===== src/common/plrw_params.svh =====
`ifndef PLRW_PARAMS_SVH
`define PLRW_PARAMS_SVH
// port width in bits
`define PLRW_WIDTH 8
// bank address width
`define PLRW_ADDR_W 8
// register addresses inside the bank
`define PLRW_ADDR_DATA 8'h06
`define PLRW_ADDR_DIR 8'h86
// reset values: all pins inputs, latch cleared
`define PLRW_DIR_RST 8'hFF
`define PLRW_LATCH_RST 8'h00
// value read from any unmapped location
`define PLRW_UNMAPPED_VAL 8'h00
`endif


===== src/common/plrw_pkg.sv =====
`default_nettype none
package plrw_pkg;
	// kind of core access in one instruction cycle
	typedef enum logic [1:0] {
		PLRW_OP_WRITE,
		PLRW_OP_BITSET,
		PLRW_OP_BITCLR
	} plrw_op_t;
	// port byte
	typedef logic [7:0] plrw_byte_t;
endpackage
`default_nettype wire


===== src/design/plrw_pin_cell.sv =====
`timescale 1ns/1ps
`default_nettype none
// one pin: drive control for a single bit
module plrw_pin_cell (
	// control
	input  wire logic dir_in_i,
	input  wire logic latch_i,
	// pad
	output logic      pad_o,
	output logic      pad_oe_o
);
	assign pad_oe_o = ~dir_in_i;
	assign pad_o    = latch_i;
endmodule
`default_nettype wire


===== src/design/plrw_port.sv =====
`timescale 1ns/1ps
`default_nettype none
`include "plrw_params.svh"
// Notes on behaviour
// - port read returns pin levels, not latch
// - port write loads latch on all bits
// - data bit ops modify sampled pins, write latch
// - new output drives held latch value
// - write takes effect at cycle end
// - read samples pins at cycle start
// - unmapped locations read as zero
module plrw_port (
	// clock and reset
	input  wire logic                      clk_i,
	input  wire logic                      rst_i,
	// core access, one request per instruction cycle
	input  wire logic                      cyc_start_i,
	input  wire logic                      cyc_end_i,
	input  wire logic                      wr_en_i,
	input  wire plrw_pkg::plrw_op_t        wr_op_i,
	input  wire logic [`PLRW_ADDR_W-1:0]   addr_i,
	input  wire logic [`PLRW_WIDTH-1:0]    wr_data_i,
	input  wire logic [2:0]                bit_sel_i,
	output logic [`PLRW_WIDTH-1:0]         rd_data_o,
	// pads
	input  wire logic [`PLRW_WIDTH-1:0]    pad_i,
	output logic [`PLRW_WIDTH-1:0]         pad_o,
	output logic [`PLRW_WIDTH-1:0]         pad_oe_o
);
	// output data latch and direction_control_reg
	logic [`PLRW_WIDTH-1:0] latch_ff;
	logic [`PLRW_WIDTH-1:0] nxt_latch;
	logic [`PLRW_WIDTH-1:0] dir_ff;
	logic [`PLRW_WIDTH-1:0] nxt_dir;
	// pin sample taken at cycle start
	logic [`PLRW_WIDTH-1:0] samp_ff;
	logic [`PLRW_WIDTH-1:0] nxt_samp;
	// read data register
	logic [`PLRW_WIDTH-1:0] rd_ff;
	logic [`PLRW_WIDTH-1:0] nxt_rd;
	// modified value for bit operations
	logic [`PLRW_WIDTH-1:0] rmw_val;
	logic [`PLRW_WIDTH-1:0] bit_mask;

	// address decode
	logic hit_data;
	logic hit_dir;
	assign hit_data = (addr_i == `PLRW_ADDR_DATA);
	assign hit_dir  = (addr_i == `PLRW_ADDR_DIR);
	assign bit_mask = `PLRW_WIDTH'(1) << bit_sel_i;

	// next-state logic
	always_comb begin
		nxt_latch = latch_ff;
		nxt_dir   = dir_ff;
		nxt_samp  = samp_ff;
		nxt_rd    = rd_ff;
		rmw_val   = samp_ff;
		if (cyc_start_i) begin
			nxt_samp = pad_i;
		end
		// modify sampled pins
		// start and end may share one edge, so take this instruction's own
		// sample; the registered copy would still hold the previous one
		case (wr_op_i)
			plrw_pkg::PLRW_OP_WRITE:  rmw_val = wr_data_i;
			plrw_pkg::PLRW_OP_BITSET: rmw_val = nxt_samp | bit_mask;
			plrw_pkg::PLRW_OP_BITCLR: rmw_val = nxt_samp & ~bit_mask;
			default:                  rmw_val = wr_data_i;
		endcase
		// read returns data from cycle-start sample
		if (cyc_start_i) begin
			if (hit_data) begin
				nxt_rd = pad_i;
			end else if (hit_dir) begin
				nxt_rd = dir_ff;
			end else begin
				nxt_rd = `PLRW_UNMAPPED_VAL;
			end
		end
		if (cyc_end_i && wr_en_i) begin
			if (hit_data) begin
				nxt_latch = rmw_val;
			end else if (hit_dir) begin
				// dir bit ops act on the register itself
				case (wr_op_i)
					plrw_pkg::PLRW_OP_BITSET: nxt_dir = dir_ff | bit_mask;
					plrw_pkg::PLRW_OP_BITCLR: nxt_dir = dir_ff & ~bit_mask;
					default:                  nxt_dir = wr_data_i;
				endcase
			end
		end
	end

	// state registers
	always_ff @(posedge clk_i) begin
		if (rst_i) begin
			latch_ff <= `PLRW_LATCH_RST;
			dir_ff   <= `PLRW_DIR_RST;
			samp_ff  <= `PLRW_LATCH_RST;
			rd_ff    <= `PLRW_UNMAPPED_VAL;
		end else begin
			latch_ff <= nxt_latch;
			dir_ff   <= nxt_dir;
			samp_ff  <= nxt_samp;
			rd_ff    <= nxt_rd;
		end
	end
	assign rd_data_o = rd_ff;

	// per-pin drivers
	genvar gi;
	generate
		for (gi = 0; gi < `PLRW_WIDTH; gi++) begin : g_pin
			plrw_pin_cell u_cell (
				.dir_in_i (dir_ff[gi]),
				.latch_i  (latch_ff[gi]),
				.pad_o    (pad_o[gi]),
				.pad_oe_o (pad_oe_o[gi])
			);
		end
	endgenerate

	// assertions
	// read shows pins
	property p_rd_pins;
		@(posedge clk_i) disable iff (rst_i)
		(cyc_start_i && hit_data) |=> (rd_data_o == $past(pad_i));
	endproperty
	a_rd_pins: assert property (p_rd_pins) else $error("read not pin level");
	property p_wr_latch;
		@(posedge clk_i) disable iff (rst_i)
		(cyc_end_i && wr_en_i && hit_data && wr_op_i == plrw_pkg::PLRW_OP_WRITE)
		|=> (latch_ff == $past(wr_data_i));
	endproperty
	a_wr_latch: assert property (p_wr_latch) else $error("latch not written");
	property p_bitset;
		@(posedge clk_i) disable iff (rst_i)
		(cyc_end_i && wr_en_i && hit_data && wr_op_i == plrw_pkg::PLRW_OP_BITSET)
		|=> (latch_ff == (samp_ff | $past(bit_mask)));
	endproperty
	a_bitset: assert property (p_bitset) else $error("bit set wrong");
	property p_bitclr;
		@(posedge clk_i) disable iff (rst_i)
		(cyc_end_i && wr_en_i && hit_data && wr_op_i == plrw_pkg::PLRW_OP_BITCLR)
		|=> (latch_ff == (samp_ff & ~$past(bit_mask)));
	endproperty
	a_bitclr: assert property (p_bitclr) else $error("bit clear wrong");
	property p_drive;
		@(posedge clk_i) disable iff (rst_i)
		$fell(dir_ff[0]) |-> (pad_oe_o[0] && pad_o[0] == latch_ff[0]);
	endproperty
	a_drive: assert property (p_drive) else $error("output not latch");
	property p_wr_end;
		@(posedge clk_i) disable iff (rst_i)
		!(cyc_end_i && wr_en_i) |=> $stable(latch_ff);
	endproperty
	a_wr_end: assert property (p_wr_end) else $error("latch moved early");
	property p_samp;
		@(posedge clk_i) disable iff (rst_i)
		!cyc_start_i |=> $stable(samp_ff);
	endproperty
	a_samp: assert property (p_samp) else $error("sample moved");
	property p_unmapped;
		@(posedge clk_i) disable iff (rst_i)
		(cyc_start_i && !hit_data && !hit_dir) |=> (rd_data_o == `PLRW_UNMAPPED_VAL);
	endproperty
	a_unmapped: assert property (p_unmapped) else $error("unmapped not zero");
	property p_oe;
		@(posedge clk_i) disable iff (rst_i)
		1'b1 |-> (pad_oe_o == ~dir_ff);
	endproperty
	a_oe: assert property (p_oe) else $error("oe not direction");
	// covers
	c_bitset: cover property (@(posedge clk_i) cyc_end_i && wr_en_i && hit_data
		&& wr_op_i == plrw_pkg::PLRW_OP_BITSET);
	c_dir_out: cover property (@(posedge clk_i) $fell(dir_ff[0]));
	c_wr_rd: cover property (@(posedge clk_i) (cyc_end_i && wr_en_i && hit_data)
		##2 (cyc_start_i && hit_data));
endmodule
`default_nettype wire


===== config.mk =====
export PLATFORM = sky130hd
export DESIGN_NAME = plrw_port
export DESIGN_NICKNAME = d
export VERILOG_FILES = /design/src/common/plrw_pkg.sv /design/src/design/plrw_pin_cell.sv /design/src/design/plrw_port.sv
export VERILOG_INCLUDE_DIRS = /design/src /design/src/common
export SDC_FILE = /design/constraint.sdc
export NUM_CORES = 1
export LEC_CHECK = 0
export CORE_ASPECT_RATIO = 1.25
export CORE_MARGIN = 2
export CORE_UTILIZATION = 35
export CTS_BUF_LIST = sky130_fd_sc_hd__clkbuf_8
export CTS_CLUSTER_DIAMETER = 100
export DETAILED_ROUTE_END_ITERATION = 8
export DONT_BUFFER_PORTS = 1
export GPL_TIMING_DRIVEN = 0
export SYNTH_ARGS = -nofsm -noshare
export SYNTH_HDL_FRONTEND = slang
export SYNTH_SLANG_ARGS = --single-unit

===== constraint.sdc =====
create_clock -name clk_i -period 1.75 [get_ports clk_i]
set_input_delay 0.0875 -clock clk_i [delete_from_list [all_inputs] [get_ports clk_i]]
set_output_delay 0.0875 -clock clk_i [all_outputs]
set_load 0.03 [all_outputs]

==> results by group <==
Die
  – Width of the die: ~68 µm
  – Die Y-Extent: 84.5 µm
  – Starting Density: between 30 and 40%
  – Core Region: between 5000 and 6000 µm²
  – Full die area: between 5000 and 6000 µm²
  – I/O pins: slightly below 60
  – Row cnt: 29

Clocking
  – CTS max path bufs: 2
  – CTS Buf Count: 5
  – CTS tree: built
  – Clock H-tree levels: 2
  – Clock Latency Late Sink: 0.29 ns
  – CTS Sinks: 32
  – CTS root buf: clkbuf_8
  – Number of setup buffers added after CTS: 0
  – PostCTS Resize Cnt: 0
  – # hold bufs at CTS: 13
  – Reg clk slew, reported paths: around 0.07 ns

Critical path
  – Worst-case reg-to-reg path depth: 4
  – Crit Path Class: in2reg
  – Crit path max fanout: 9
  – CP required: 1.97 ns
  – Crit start category: primary input
  – Worst Setup End Kind: flip-flop
  – Arrival @ worst endpoint: roughly 1.7 ns

Finish
  – Net count, final: 266
  – Util after Layout: between 40% and 50%
  – Antenna diodes: 0
  – Fill cells: around 520
  – Layout cells sized above 1: about a fifth
  – Synthesis-to-finish area growth: 16.4%
  – Cell Count, Final, Fillers Out: just under 300

Drt
  – Vias post-DR: 1,542
  – Final wirelength: 4710 µm
  – DRC violations left: 0
  – Antenna viol nets, final: 0
  – Vias per Instance: between 5 and 6
  – WL/cell: about 16 µm
  – DRT iter0 DRCs: 55
  – Pre-antenna DRT Iters: 4

Placement
  – Gp weighted congestion: between 0.8 and 0.9
  – Pre-CTS WS: -0.0600 ns
  – Placed Instances: roughly 270
  – DP HPWL: about 3500 µm
  – Port bufs: 0

Run status
  – Outcome: finished, violations left
  – Failing checks: hold timing

Timing
  – Fin. max-slew vios: 0
  – Clock Skew: between 0.008 and 0.009 ns
  – Worst slew pin tran: around 0.85 ns
  – Hold WS: -0.00298 ns
  – Rel. slew slack: 42.7%
  – Fin crit share: between 80% and 90%
  – Final setup violation count: 0
  – Highest Clock Rate: a little under 0.7 GHz
  – Hold Vio Cnt, Final: 1
  – Crit path time final: 1.48 ns
  – Unrepaired setup endpoints after global routing: false
  – Setup ws final: 0.265 ns

Logic synthesis
  – Synth area leaders: dfxtp_1, mux2i_1, buf_4, mux2_2, nor2_1
  – Top cell type's share of synthesized area: about 35%
  – Yosys warning count: 0
  – Post-synth EDFFs: 0
  – Post-synthesis cell count: 210
  – Count leader, synth: dfxtp_1
  – Syn Nets: approximately 250
  – Largest area contributor in the netlist: dfxtp_1
  – Synth Cell Area: about 1800 µm²
  – Synth async-reset ratio: 0%
  – Average cell area after synthesis: 8.63 µm²
  – Seq/Total Area, Yosys: 35.3%
  – Yosys cell types: 36
  – Synth Flop Type: dfxtp_1
  – Synthesized flop and latch total: 32
  – Synth top cells by count: dfxtp_1, nor2_1, buf_4

Global routing
  – GRT busiest layer: met2
  – Initial antenna violation count: 0
  – Vias in the first global route: approximately 1,600
  – Global-route wire length before repair: 7590 µm
  – Pin count of the biggest net entering global routing: 11
  – Grt met2 use: approximately 28%
  – Total track usage: between 10% and 20%
  – Gr ovfl total: 0
  – M3 GR Usage: 5.63%
  – Met1 Track Usage GR: a little over a fifth

Worst hold path
  – Min-delay worst type: in2reg
  – Hold path depth: 2

Flow run
  – Max cap viols: 0

Pwr
  – P_leak: roughly 0.94 nW
  – Power Density: 723 nW/µm²
  – Peak VDD IR: 0.000370 V
==> through the flow <==
step	area [µm²]	power (mW)	TNS, ns
global route	2110	1.59	0
floorplan	1810	0.903	0
detailed placement	1890	0.939	-0.337
global placement	1890	0.937	-0.105
CTS	2110	1.54	0
finish	2110	1.53	0
==> worst paths after layout <==
check / startpoint / end / slack, ns
setup / recovery: cyc_start_i / rd_data_o[2] / 0.27
hold / removal: wr_data_i[5] / latch_ff[5] / -0.003
setup reg to reg: samp_ff[3] / latch_ff[3] / 0.71
hold reg to reg: latch_ff[5] / latch_ff[5] / 0.50
==> layout make-up <==
cell class | count | area (µm²) | area share, %
Buffer | 29 | 174 | 8.24
Inverter | 11 | 41.3 | 1.96
Clock buffer | 6 | 82.6 | 3.91
Multi-Input combinational cell | 138 | 957 | 45.3
Tap cell | 62 | 77.6 | 3.68
Timing Repair Buffer | 13 | 130 | 6.16
Sequential cell | 32 | 641 | 30.3
Clock inverter | 2 | 7.51 | 0.356
==> critical path: stages <==
cell	delay, ns
buf_2	0.25
clkinv_1	0.31
nor3_1	0.78
a22oi_1	0.15
nor2_1	0.12
==> sequential cells by signal, summed over array words and instances, names as in the netlist <==
signal	flops
dir_ff	8
latch_ff	8
rd_data_o	8
samp_ff	8
==> power by group <==
| group | internal [mW] | switching (mW) | total, mW |
|---|---|---|---|
| Clock | 0.309 | 0.267 | 0.576 |
| Combinational | 0.0913 | 0.114 | 0.206 |
| Sequential | 0.740 | 0.00401 | 0.744 |
==> cell usage in the layout (no fill, tap or decap), types with 4 or more instances in the layout <==
cell type	count
clkbuf_1	11
dfxtp_1	32
mux2_2	8
nor3_1	13
nand3b_1	5
nand2_1	12
a21oi_1	9
buf_4	17
mux2i_1	13
a31oi_1	11
dlygate4sd3_1	13
a221o_1	4
inv_1	12
a22oi_1	8
nor2_1	20
o21bai_1	7
clkbuf_8	6
==> cell families after synthesis <==
kind of cell	Yosys count	synth area share [%]
flip-flops	32	35.3
AO/OA/AOI/OAI	48	19.4
multiplexers	21	12.1
AND/OR/NAND/NOR	67	19.9
adder cells (fa/ha/maj)	2	1.38
buffers and inverters	40	11.9
==> per-layer routing <==
metal / up-vias / part of all wire (%)
met5: - / 0
met4: 0 / 1.8
met3: 6 / 8.4
met2: 47 / 50
met1: 715 / 40
li1: 774 / -
(Power assumes the default switching activity.)
